==> src/design/smst_pkg.sv <==
package smst_pkg;
  // Register byte addresses
  localparam int ADDR_W = 5;
  localparam logic [ADDR_W-1:0] ADDR_CTRL = 5'h00;
  localparam logic [ADDR_W-1:0] ADDR_BAUD = 5'h04;
  localparam logic [ADDR_W-1:0] ADDR_TXD = 5'h08;
  localparam logic [ADDR_W-1:0] ADDR_STAT = 5'h0c;
  localparam logic [ADDR_W-1:0] ADDR_MASK = 5'h10;
  // Control register fields
  localparam int CTRL_SYNC = 0;
  localparam int CTRL_SPE = 1;
  localparam int CTRL_CSM = 2;
  localparam int CTRL_SRE = 3;
  localparam int CTRL_CRE = 4;
  localparam int CTRL_TXE = 5;
  localparam int CTRL_NINE = 6;
  localparam int CTRL_BIT9 = 7;
  localparam int CTRL_POL = 8;
  localparam int CTRL_HS = 9;
  localparam int CTRL_WIDE = 10;
  localparam int CTRL_W = 11;
  localparam logic [CTRL_W-1:0] CTRL_RST = 11'h000;
  localparam logic [15:0] BAUD_RST = 16'h0000;
  // Status and mask fields
  localparam int EV_W = 2;
  localparam int EV_HOLD_EMPTY = 0;
  localparam int EV_CHAR_DONE = 1;
  localparam logic [EV_W-1:0] EV_RST = 2'h0;
  localparam int STAT_HOLD_FULL = 8;
  localparam int STAT_BUSY = 9;
  localparam int STAT_DT_PIN = 10;
  localparam int STAT_CK_PIN = 11;
  // Character lengths
  localparam logic [3:0] BITS_8 = 4'h8;
  localparam logic [3:0] BITS_9 = 4'h9;
  // Prescale limits for the baud counter
  localparam logic [1:0] PRE_HS = 2'h0;
  localparam logic [1:0] PRE_LS = 2'h3;
  // AXI responses
  localparam logic [1:0] RESP_OKAY = 2'h0;
  localparam logic [1:0] RESP_SLVERR = 2'h2;
  // Shift engine states
  typedef enum logic [1:0] {ST_IDLE, ST_LEAD, ST_TRAIL} smst_state_t;
endpackage : smst_pkg

==> src/design/smst_baud_gen.sv <==
`timescale 1ns/1ps
module smst_baud_gen
  import smst_pkg::*;
#(
  parameter int DIV_W = 16
) (
  input wire logic aclk,
  input wire logic aresetn,
  input wire logic clear,
  input wire logic [DIV_W-1:0] divisor,
  input wire logic high_speed,
  output logic tick
);
  logic [1:0] pre_q;
  logic [DIV_W-1:0] cnt_q;
  logic tick_q;

  // Prescale wrap and divisor wrap
  wire [1:0] pre_lim = high_speed ? PRE_HS : PRE_LS;
  wire pre_wrap = (pre_q == pre_lim);
  wire cnt_wrap = pre_wrap && (cnt_q == divisor);

  // Half-bit enable pulse, restarted on each character load
  always_ff @(posedge aclk)
  begin
    if (!aresetn || clear)
    begin
      pre_q <= 2'h0;
      cnt_q <= '0;
      tick_q <= 1'b0;
    end
    else
    begin
      pre_q <= pre_wrap ? 2'h0 : pre_q + 2'h1;
      if (pre_wrap)
        cnt_q <= cnt_wrap ? '0 : cnt_q + 1'b1;
      tick_q <= cnt_wrap;
    end
  end

  assign tick = tick_q;
endmodule : smst_baud_gen

==> src/design/smst_top.sv <==
`timescale 1ns/1ps
// What this block does
// RULE1 - Data leaves on the data pin only
// RULE2 - Both pin drivers enable automatically in mode
// RULE3 - Only a holding register write starts sending
// RULE4 - New character waits while shifter still busy
// RULE5 - Empty shifter loads holding register at once
// RULE6 - Shifting starts right after the load
// RULE7 - Data changes on leading edge, held until next
// RULE8 - Shift register has no bus address
// RULE9 - Software sets divisor and speed bits first
// RULE10 - Software sets sync, enable and master bits
// RULE11 - Software clears both receive enables
// RULE12 - Software sets transmit enable before data
// RULE13 - Nine-bit mode shifts nine bits per character
// RULE14 - Software enables transmit interrupt if wanted
// RULE15 - Device drives shift clock on clock pin
// RULE16 - Exactly one clock cycle per data bit
// RULE17 - Polarity bit picks clock idle level
// RULE18 - No start or stop bits are framed
// RULE19 - Holding-empty flag raised on each transfer
module smst_top
  import smst_pkg::*;
#(
  parameter int DIV_W = 16
) (
  input wire logic aclk,
  input wire logic aresetn,
  input wire logic [ADDR_W-1:0] s_axi_awaddr,
  input wire logic s_axi_awvalid,
  output logic s_axi_awready,
  input wire logic [31:0] s_axi_wdata,
  input wire logic [3:0] s_axi_wstrb,
  input wire logic s_axi_wvalid,
  output logic s_axi_wready,
  output logic [1:0] s_axi_bresp,
  output logic s_axi_bvalid,
  input wire logic s_axi_bready,
  input wire logic [ADDR_W-1:0] s_axi_araddr,
  input wire logic s_axi_arvalid,
  output logic s_axi_arready,
  output logic [31:0] s_axi_rdata,
  output logic [1:0] s_axi_rresp,
  output logic s_axi_rvalid,
  input wire logic s_axi_rready,
  input wire logic serial_data_pin_in,
  output logic serial_data_pin_out,
  output logic serial_data_pin_oe_n,
  input wire logic shift_clock_pin_in,
  output logic shift_clock_pin_out,
  output logic shift_clock_pin_oe_n,
  output logic irq
);
  // Bus slave state
  logic awready_q, wready_q, bvalid_q, arready_q, rvalid_q;
  logic [1:0] bresp_q, rresp_q;
  logic [31:0] rdata_q, wdata_q;
  logic [3:0] wstrb_q;
  logic [ADDR_W-1:0] awaddr_q;
  // Registers
  logic [CTRL_W-1:0] ctrl_q;
  logic [15:0] baud_q;
  logic [7:0] hold_q;
  logic hold_full_q;
  logic [EV_W-1:0] sts_q, mask_q;
  logic irq_q;
  // Shift engine
  smst_state_t st_q;
  logic [8:0] shreg_q;
  logic [3:0] left_q;
  logic ck_act_q, ck_out_q, dt_out_q, dt_oe_n_q, ck_oe_n_q;
  logic [1:0] pin_s1_q, pin_s2_q;
  logic tick;

  // Byte-lane mask from write strobes
  wire [31:0] wmask = {{8{wstrb_q[3]}}, {8{wstrb_q[2]}},
                       {8{wstrb_q[1]}}, {8{wstrb_q[0]}}};

  // Write decode, once address and data are both held
  wire wr_go = !awready_q && !wready_q && !bvalid_q;
  wire wr_ctrl = wr_go && (awaddr_q == ADDR_CTRL);
  wire wr_baud = wr_go && (awaddr_q == ADDR_BAUD);
  wire wr_txd = wr_go && (awaddr_q == ADDR_TXD) && wstrb_q[0];
  wire wr_stat = wr_go && (awaddr_q == ADDR_STAT);
  wire wr_mask = wr_go && (awaddr_q == ADDR_MASK);
  wire wr_hit = (awaddr_q == ADDR_CTRL) || (awaddr_q == ADDR_BAUD) ||
                (awaddr_q == ADDR_TXD) || (awaddr_q == ADDR_STAT) ||
                (awaddr_q == ADDR_MASK);

  // Mode decode and configuration fields
  wire sync_master = ctrl_q[CTRL_SYNC] && ctrl_q[CTRL_SPE] &&
                     ctrl_q[CTRL_CSM];
  wire mode_ok = sync_master && ctrl_q[CTRL_TXE] &&
                 !ctrl_q[CTRL_SRE] && !ctrl_q[CTRL_CRE];
  wire pol = ctrl_q[CTRL_POL];
  wire [DIV_W-1:0] divisor = ctrl_q[CTRL_WIDE] ?
                             DIV_W'(baud_q) : DIV_W'(baud_q[7:0]);

  // Engine strobes
  wire lead_w = (st_q == ST_LEAD) && tick;
  wire trail_w = (st_q == ST_TRAIL) && tick;
  wire last_w = trail_w && (left_q == 4'h1);
  wire busy_w = (st_q != ST_IDLE);
  wire xfer_w = mode_ok && hold_full_q && (!busy_w || last_w); // RULE5
  wire [3:0] nbits = ctrl_q[CTRL_NINE] ? BITS_9 : BITS_8; // RULE13
  wire ck_act_d = mode_ok && (lead_w || (ck_act_q && !trail_w));

  // Read decode; the shift register is never on the map
  wire ar_hs = s_axi_arvalid && arready_q;
  wire rd_ctrl = (s_axi_araddr == ADDR_CTRL);
  wire rd_baud = (s_axi_araddr == ADDR_BAUD);
  wire rd_txd = (s_axi_araddr == ADDR_TXD);
  wire rd_stat = (s_axi_araddr == ADDR_STAT);
  wire rd_mask = (s_axi_araddr == ADDR_MASK);
  wire rd_hit = rd_ctrl || rd_baud || rd_txd || rd_stat || rd_mask; // RULE8
  wire [31:0] stat_word = {20'h0, pin_s2_q[1], pin_s2_q[0], busy_w,
                           hold_full_q, 6'h0, sts_q};
  wire [31:0] rd_word =
    rd_ctrl ? {21'h0, ctrl_q} :
    rd_baud ? {16'h0, baud_q} :
    rd_stat ? stat_word :
    rd_mask ? {30'h0, mask_q} : 32'h0;

  // Sticky events, set wins over write-one-clear
  wire [EV_W-1:0] ev = {last_w, xfer_w}; // RULE19
  wire [EV_W-1:0] w1c = wr_stat ? wdata_q[EV_W-1:0] & wmask[EV_W-1:0]
                                : '0;
  wire [EV_W-1:0] sts_d = (sts_q & ~w1c) | ev;

  smst_baud_gen #(
    .DIV_W(DIV_W)
  ) u_baud (
    .aclk(aclk),
    .aresetn(aresetn),
    .clear(xfer_w || !busy_w),
    .divisor(divisor),
    .high_speed(ctrl_q[CTRL_HS]),
    .tick(tick)
  );

  // Write address and data channels, taken in either order
  always_ff @(posedge aclk)
  begin
    if (!aresetn)
    begin
      awready_q <= 1'b1;
      wready_q <= 1'b1;
      bvalid_q <= 1'b0;
      bresp_q <= RESP_OKAY;
      awaddr_q <= '0;
      wdata_q <= 32'h0;
      wstrb_q <= 4'h0;
    end
    else
    begin
      if (s_axi_awvalid && awready_q)
      begin
        awaddr_q <= s_axi_awaddr;
        awready_q <= 1'b0;
      end
      if (s_axi_wvalid && wready_q)
      begin
        wdata_q <= s_axi_wdata;
        wstrb_q <= s_axi_wstrb;
        wready_q <= 1'b0;
      end
      if (wr_go)
      begin
        bvalid_q <= 1'b1;
        bresp_q <= wr_hit ? RESP_OKAY : RESP_SLVERR;
      end
      if (bvalid_q && s_axi_bready)
      begin
        bvalid_q <= 1'b0;
        awready_q <= 1'b1;
        wready_q <= 1'b1;
      end
    end
  end

  // Read channel, answer one cycle after address
  always_ff @(posedge aclk)
  begin
    if (!aresetn)
    begin
      arready_q <= 1'b1;
      rvalid_q <= 1'b0;
      rdata_q <= 32'h0;
      rresp_q <= RESP_OKAY;
    end
    else if (ar_hs)
    begin
      arready_q <= 1'b0;
      rvalid_q <= 1'b1;
      rdata_q <= rd_word;
      rresp_q <= rd_hit ? RESP_OKAY : RESP_SLVERR;
    end
    else if (rvalid_q && s_axi_rready)
    begin
      rvalid_q <= 1'b0;
      arready_q <= 1'b1;
    end
  end

  // Configuration, baud divisor, status and mask
  always_ff @(posedge aclk)
  begin
    if (!aresetn)
    begin
      ctrl_q <= CTRL_RST;
      baud_q <= BAUD_RST;
      mask_q <= EV_RST;
      sts_q <= EV_RST;
      irq_q <= 1'b0;
    end
    else
    begin
      if (wr_ctrl)
        ctrl_q <= (ctrl_q & ~wmask[CTRL_W-1:0]) |
                  (wdata_q[CTRL_W-1:0] & wmask[CTRL_W-1:0]);
      if (wr_baud)
        baud_q <= (baud_q & ~wmask[15:0]) | (wdata_q[15:0] & wmask[15:0]);
      if (wr_mask)
        mask_q <= (mask_q & ~wmask[EV_W-1:0]) |
                  (wdata_q[EV_W-1:0] & wmask[EV_W-1:0]);
      sts_q <= sts_d;
      irq_q <= |(sts_q & mask_q);
    end
  end

  // Holding register, new write wins over a same-cycle transfer
  always_ff @(posedge aclk)
  begin
    if (!aresetn)
    begin
      hold_q <= 8'h00;
      hold_full_q <= 1'b0;
    end
    else if (wr_txd)
    begin
      hold_q <= wdata_q[7:0]; // RULE3
      hold_full_q <= 1'b1; // RULE3
    end
    else if (xfer_w)
      hold_full_q <= 1'b0; // RULE4
  end

  // Shift engine: load, leading edge, trailing edge
  always_ff @(posedge aclk)
  begin
    if (!aresetn)
    begin
      st_q <= ST_IDLE;
      shreg_q <= 9'h000;
      left_q <= 4'h0;
      ck_act_q <= 1'b0;
      dt_out_q <= 1'b0;
    end
    else
    begin
      ck_act_q <= ck_act_d;
      if (!mode_ok)
        st_q <= ST_IDLE;
      else if (xfer_w)
      begin
        shreg_q <= {ctrl_q[CTRL_BIT9], hold_q}; // RULE13
        left_q <= nbits; // RULE18
        st_q <= ST_LEAD; // RULE6
      end
      else if (lead_w)
      begin
        dt_out_q <= shreg_q[0]; // RULE7
        shreg_q <= {1'b0, shreg_q[8:1]};
        st_q <= ST_TRAIL;
      end
      else if (trail_w)
      begin
        left_q <= left_q - 4'h1; // RULE16
        st_q <= last_w ? ST_IDLE : ST_LEAD;
      end
    end
  end

  // Pin drivers and pin readback synchronisers
  always_ff @(posedge aclk)
  begin
    if (!aresetn)
    begin
      ck_out_q <= 1'b0;
      dt_oe_n_q <= 1'b1;
      ck_oe_n_q <= 1'b1;
      pin_s1_q <= 2'h0;
      pin_s2_q <= 2'h0;
    end
    else
    begin
      ck_out_q <= pol ^ ck_act_d; // RULE17
      dt_oe_n_q <= !mode_ok; // RULE2
      ck_oe_n_q <= !sync_master; // RULE15
      pin_s1_q <= {shift_clock_pin_in, serial_data_pin_in};
      pin_s2_q <= pin_s1_q;
    end
  end

  assign s_axi_awready = awready_q;
  assign s_axi_wready = wready_q;
  assign s_axi_bvalid = bvalid_q;
  assign s_axi_bresp = bresp_q;
  assign s_axi_arready = arready_q;
  assign s_axi_rvalid = rvalid_q;
  assign s_axi_rdata = rdata_q;
  assign s_axi_rresp = rresp_q;
  assign serial_data_pin_out = dt_out_q; // RULE1
  assign serial_data_pin_oe_n = dt_oe_n_q;
  assign shift_clock_pin_out = ck_out_q; // RULE15
  assign shift_clock_pin_oe_n = ck_oe_n_q;
  assign irq = irq_q;

  // Checker helpers: leading edges per character
  logic [3:0] lead_cnt_q, char_bits_q;
  always_ff @(posedge aclk)
  begin
    if (!aresetn)
    begin
      lead_cnt_q <= 4'h0;
      char_bits_q <= 4'h0;
    end
    else if (xfer_w)
    begin
      lead_cnt_q <= 4'h0;
      char_bits_q <= nbits;
    end
    else if (lead_w)
      lead_cnt_q <= lead_cnt_q + 4'h1;
  end
endmodule : smst_top

==> config.mk <==
export PLATFORM = sky130hd
export DESIGN_NAME = smst_top
export DESIGN_NICKNAME = d
export VERILOG_FILES = /design/src/design/smst_pkg.sv /design/src/design/smst_baud_gen.sv /design/src/design/smst_top.sv
export SDC_FILE = /design/constraint.sdc
export NUM_CORES = 1
export LEC_CHECK = 0
export ABC_CLOCK_PERIOD_IN_PS = 3270
export BUFFER_PORTS_ARGS = -buffer_cell sky130_fd_sc_hd__buf_2
export CAP_MARGIN = 40
export CORE_ASPECT_RATIO = 0.9
export CORE_MARGIN = 1.5
export CORE_UTILIZATION = 48
export CTS_BUF_LIST = sky130_fd_sc_hd__clkbuf_16
export DETAILED_ROUTE_END_ITERATION = 12
export PLACE_DENSITY = 0.75
export SYNTH_ARGS = -nofsm -noshare
export SYNTH_HDL_FRONTEND = slang
export SYNTH_SLANG_ARGS = --single-unit
export TNS_END_PERCENT = 100
==> constraint.sdc <==
create_clock -name aclk -period 3.27 [get_ports aclk]
set_input_delay 0.327 -clock aclk [delete_from_list [all_inputs] [get_ports aclk]]
set_output_delay 0.327 -clock aclk [all_outputs]
set_load 0.02 [all_outputs]
# Word-level counts from Yosys, hierarchy flattened
# Index checks and enable logic that the tools add are counted.
dict set report word_totals {
  regBits 148
  input_bits 55
  out_inout_bits 46
  word_cells 160
}
dict set report classes {
  add_sub_neg 3
  eq_ne 14
  n_mux 26
  bitwise_logic 20
  n_reduce_logical 65
}
# cell count
set op_table {}
lappend op_table {{$mux 16} 4}
lappend op_table {{$and 16x16->16} 2}
lappend op_table {{$logic_and 1x1->1} 26}
lappend op_table {{$and 11x11->11} 2}
lappend op_table {{$eq 5x4->1 const B} 4}
lappend op_table {{$mux 9} 2}
lappend op_table {{$add 16x1->16 const B} 1}
lappend op_table {{$eq 16x16->1} 1}
lappend op_table {{$not 16->16} 1}
lappend op_table {{$or 16x16->16} 1}
lappend op_table {{$mux 2} 7}
lappend op_table {{$logic_or 1x1->1} 12}
lappend op_table {{$mux 12} 1}
lappend op_table {{$mux 4} 3}
lappend op_table {{$reduce_bool 2->1} 6}
lappend op_table {{$not 11->11} 1}
lappend op_table {{$or 11x11->11} 1}
lappend op_table {{$eq 5x3->1 const B} 2}
lappend op_table {{$eq 5x5->1 const B} 2}
lappend op_table {{$logic_not 1->1} 10}
lappend op_table {{$logic_not 5->1} 2}
lappend op_table {{$mux 1} 9}
lappend op_table {{$and 2x2->2} 4}
lappend op_table {{$reduce_and 3->1} 2}
lappend op_table {{15 further kinds} 22}

# Depth between registers and ports, before layout
dict set report logic_depth {
  depth_word 10
  ltp_mapped 8
  ltp_nobuf 7
}

# Hierarchy
# Synthesis repeated with hierarchy kept, for this count alone.
dict set report unflattened {
  hier_cells 653
  hier_area_um2 5525.3
}
# module instances cells_each area_each_um2 seq_area_each_um2
set by_module_without_submodules {}
lappend by_module_without_submodules {smst_top 1 539 4486.8 2222.1}
lappend by_module_without_submodules {smst_baud_gen 1 114 1038.5 380.4}

# Least setup slack after synthesis
# OpenSTA, ideal clock, no wires.
dict set report synth_timing {
  kind {reg-to-reg}
  start {register awready_q (netlist: s_axi_awready)}
  end {register hold_q[7]}
  setup_ns 0.128
  arrival_ns 1.693
  t_required_ns 3.142
  path_slack_ns 1.449
  stages_incl_launch_ff 8
  path_buffers 2
  cell_sequence {dfxtp_1 > clkbuf_2 > or3_4 > nor4_4 > and4b_1 > buf_4 > mux2i_1 > nor2_1}
}
dict set report synth_via {
  elab_chain_len 5
}
# item line_no
set synth_lines {}
lappend synth_lines {{start, declared} smst_top.sv:55} ;# logic awready_q, wready_q, bvalid_q, arready_q, rvalid_q;
lappend synth_lines {{start signal, assigned} smst_top.sv:146} ;# awready_q <= 1'b1;
lappend synth_lines {{start signal, assigned} smst_top.sv:159} ;# awready_q <= 1'b0;
lappend synth_lines {{start signal, assigned} smst_top.sv:175} ;# awready_q <= 1'b1;
lappend synth_lines {{$logic_not 1->1} smst_top.sv:80} ;# wire wr_go = !awready_q && !wready_q && !bvalid_q;
lappend synth_lines {{$logic_and 1x1->1 (2 in series)} smst_top.sv:80}
lappend synth_lines {{$logic_and 1x1->1 (2 in series)} smst_top.sv:83} ;# wire wr_txd = wr_go && (awaddr_q == ADDR_TXD) && wstrb_q[0];
lappend synth_lines {{end signal, assigned} smst_top.sv:241} ;# hold_q <= wdata_q[7:0];
lappend synth_lines {{end, declared} smst_top.sv:63} ;# logic [7:0] hold_q;
# Every way passes these cells.
# A chain may end at the register's enable or synchronous reset.

==> results by stage <==
Status:
- The run finished with clean final reports.

Die:
- The area of the die is 0.01257 sq mm.
- The die is 106.5 um tall.
- The total area inside the core boundary comes to 0.01153 sq mm.
- The initial standard-cell utilization of the core is 49.59%.
- Row generation in the floorplan step produced 37 rows.
- The count of pins on the block boundary is 101.
- The floorplan step set the die width to 118.0 um.

Detailed routing:
- The number of vias per cell after detailed routing is 5.500.
- Wires add up to 13,600 um.
- Once detail routing completed, the nets flagged for antenna violations numbered 0.
- The number of detailed-routing iterations run before antenna repair is 6.
- For this run, design rule violations remaining after detail routing come to 0.
- In the final routed layout, each cell accounts on average for 15.52 um.
- The number of vias in the routed layout is 4,818.
- The initial detailed-routing violation count is 440.

Clock network:
- The root buffer cell is sky130_fd_sc_hd__clkbuf_16.
- The number of setup buffers added after CTS is 0.
- Post-CTS repair changed the size of 0 cells.
- TritonCTS built the clock tree.
- The clock sink count is 130.
- The number of buffers inserted during clock tree synthesis is 17.
- At the later pin of the worst-skew pair, clock insertion delay measures 0.42 ns.
- The clock-pin slew of the registers on the worst-case setup and hold paths is 0.05 ns.
- The clock passes through at most 2 buffers.
- The clock tree synthesis step divided the H-tree into 4 levels.
- The count of hold-fix buffers inserted at cts is 0.

Logic synthesis:
- The Yosys step of the flow raised 0 warnings.
- The average instance area after synthesis is 8.688 sq um.
- The synthesized cell area is 0.005717 sq mm.
- The sequential cell area fraction in the yosys report is 45.52%.
- The flop and latch count out of synthesis is 130.
- Yosys mapped a number of flops with a built-in enable equal to 0.
- For this run, asynchronously set or reset flops after synthesis account for 0%.
- Synthesis produced a netlist whose cell count is 658.
- In this run, distinct cell masters in the synthesized netlist total 65.
- The most used flip-flop cell after synthesis is sky130_fd_sc_hd__dfxtp_1.

Global route:
- The first global-routing pass estimated 22,620 um of wire.
- The remaining global-route overflow is 0.
- For this run, global-route usage on met2 was measured as 34.96%.
- The initial antenna violation count is 0.
- The overall track demand over capacity in global routing is 22.70%.
- The global routing's busiest layer is met2.
- The routing usage on met3 is 6.438%.
- The pin count of the biggest net entering global routing is 46.
- In the global route stage, met1 resource usage came out at 30.23%.
- The via count of the first global-routing pass came to 4,548.

Power:
- For this design the ratio of total power to cell area is 554.4 mW/mm^2.
- The worst vdd rail ir drop is 0.4171 mV.
- Summed over all cells, the static leakage comes to 2.565 nW.

Timing:
- On the final layout, the worst clock skew is 0.007719 ns.
- The shortest clock period the worst path allows after layout is 2.108 ns.
- After routing, the total negative slack on setup checks comes to 0 ns.
- The fraction of the cycle the final worst path needs is 64.45%.
- Setup violations remaining at the end of the flow were counted as 0.
- The normalized max-slew margin is 54.10%.
- The count of pins over their slew limit is 0.
- The slew at the pin with the worst max-slew slack is 0.6885 ns.
- Based on the critical path, the design can be clocked at up to 474.5 MHz.
- Setup repair after global routing left no endpoint under its margin.
- The total count of hold-check failures in the final report is 0.

Critical path:
- The most critical setup path has its endpoint at u_baud.cnt_q[5]$_SDFFE_PP0P_.
- The setup check on the worst reg-to-reg path leaves a slack of 1.16 ns.
- The type of the setup path with the least slack is reg2reg.
- The maximum fanout count along the critical path is 19.
- STA classifies the critical path endpoint as a flop.
- The category of the worst setup path launch point is a flop.
- The required arrival time at the worst endpoint is 3.54 ns.
- The data arrival time at the worst-slack endpoint is 2.38 ns.
- For the worst flop-to-flop path, the logic depth is 4.
- The destination of the worst register-to-register timing path is u_baud.cnt_q[5]$_SDFFE_PP0P_.

Layout:
- Fill cells in the final layout number 1,005.
- The most common cell after layout, fill and taps aside is sky130_fd_sc_hd__dfxtp_1.
- The repair_antennas step left the layout with diodes totalling 0.
- Cells with a size suffix above 1 make up 15.83% of the layout.
- In the layout the commonest cells are 130 x sky130_fd_sc_hd__dfxtp_1, 95 x sky130_fd_sc_hd__nand2_1, 64 x sky130_fd_sc_hd__buf_2.
- Relative to the synthesized area, the layout overhead comes to 14.97%.
- The net count of the finished layout is 767.
- The finished cells cover 0.006573 sq mm.

Placed design:
- Once detailed placement completed, the half-perimeter wirelength came to 9452 um.
- The placer's final routability congestion estimate is 0.8547.
- The placed instances occupy a cell area of 0.006010 sq mm.
- In this run the tool buffered the top-level ports with 64 buffer cells.

Hold path:
- The path type of the worst min-delay path is in2reg.

Flow run:
- The max-capacitance violation count is 0.
## metal layers
metal  wire [um]  part of all wire, %
met1        6433                   47
met3         964                  7.1
met5           0                    0
met2        5956                   44
met4         245                  1.8
## cell usage after synthesis (3+ instances only)
library cell / number / share of area, %
sky130_fd_sc_hd__dfxtp_1: 130 / 46
sky130_fd_sc_hd__nand2_1: 95 / 6.2
sky130_fd_sc_hd__nor2_1: 54 / 3.5
sky130_fd_sc_hd__a21oi_1: 51 / 4.5
sky130_fd_sc_hd__nand3_1: 35 / 3.1
sky130_fd_sc_hd__nor3_1: 33 / 2.9
sky130_fd_sc_hd__o21ai_0: 25 / 2.2
sky130_fd_sc_hd__mux2i_1: 23 / 4.0
sky130_fd_sc_hd__buf_4: 21 / 2.8
sky130_fd_sc_hd__clkbuf_1: 20 / 1.3
sky130_fd_sc_hd__xor2_1: 17 / 2.6
sky130_fd_sc_hd__xnor2_1: 14 / 2.1
sky130_fd_sc_hd__a22oi_1: 13 / 1.7
sky130_fd_sc_hd__inv_1: 10 / 0.66
sky130_fd_sc_hd__nand4_1: 10 / 1.1
sky130_fd_sc_hd__a221oi_1: 9 / 1.4
sky130_fd_sc_hd__buf_2: 9 / 0.79
sky130_fd_sc_hd__and2_1: 8 / 0.88
sky130_fd_sc_hd__nand2b_1: 5 / 0.55
sky130_fd_sc_hd__nor4_1: 5 / 0.55
sky130_fd_sc_hd__o21a_1: 4 / 0.53
sky130_fd_sc_hd__a2111oi_0: 3 / 0.46
sky130_fd_sc_hd__and4b_1: 3 / 0.53
sky130_fd_sc_hd__ha_1: 3 / 0.66
sky130_fd_sc_hd__mux2_2: 3 / 0.59
sky130_fd_sc_hd__nand3b_1: 3 / 0.39
sky130_fd_sc_hd__nor3_2: 3 / 0.53
sky130_fd_sc_hd__nor3b_1: 3 / 0.39
sky130_fd_sc_hd__nor4bb_1: 3 / 0.53
## how the worst min path moves through the flow
stage                           start                               to  slack, ns  cells after the start
3_5_place_dp   pin_s1_q[1]$_SDFF_PN0_           pin_s2_q[1]$_SDFF_PN0_       0.42                      1
2_1_floorplan                    flop  shift_clock_pin_oe_n$_SDFF_PN1_       0.40                      1
6_report           serial_data_pin_in           pin_s1_q[0]$_SDFF_PN0_       0.13                      2
5_1_grt            serial_data_pin_in           pin_s1_q[0]$_SDFF_PN0_       0.14                      2
3_3_place_gp   pin_s1_q[1]$_SDFF_PN0_           pin_s2_q[1]$_SDFF_PN0_       0.42                      1
4_1_cts            serial_data_pin_in           pin_s1_q[0]$_SDFF_PN0_       0.12                      2
## through the flow
stage          setup slack (ns)  power, mW  std cells  util (%)  hold WS [ns]
3_3_place_gp              1.044      1.866        845     52.13        0.4216
4_1_cts                  0.9195      3.660        875     56.95        0.1198
6_report                  1.162      3.644        876     57.02        0.1253
2_1_floorplan             1.449      1.823        675         -        0.3964
5_1_grt                  0.9687      3.765        876     57.02        0.1371
3_5_place_dp             0.9239      1.875        845     52.13        0.4190
## cells by family (layout without fill, tap and decap cells)
family                     Yosys count  after routing  share of synthesized area, %
AOI/OAI and AO/OA                  118            118                         12.76
xor gates and xnor gates            31             31                         4.749
adders and majority gates            3              3                        0.6567
buffers and inverters               68            113                         6.653
DFF                                130            130                         45.52
muxes                               26             26                         4.618
other                                1             18                       0.06560
and+or+nand+nor                    281            281                         24.97
## where the power goes
group	leakage, nW	switching, mW	internal (mW)	total, mW
clock network	0.287	0.638	1.16	1.80
logic	1.22	0.129	0.0629	0.192
registers	1.05	0.0327	1.62	1.65
## layout make-up
class	count	area, sq um	area share (%)
multi-input cells	477	2798	42.57
flip-flops and latches	130	2603	39.60
clock buffers	17	425.4	6.472
repair buffers	72	380.4	5.787
well taps	156	195.2	2.970
clock inverters	13	130.1	1.980
inverters	11	41.29	0.6282
## worst max-delay path: stages (launching register included)
cell	delay, ns
sky130_fd_sc_hd__dfxtp_1	0.36
sky130_fd_sc_hd__or3b_2	0.54
sky130_fd_sc_hd__nor3_2	0.28
sky130_fd_sc_hd__a211o_1	0.63
sky130_fd_sc_hd__nor3_1	0.15
Note: power is estimated with default switching activity, not from simulation.
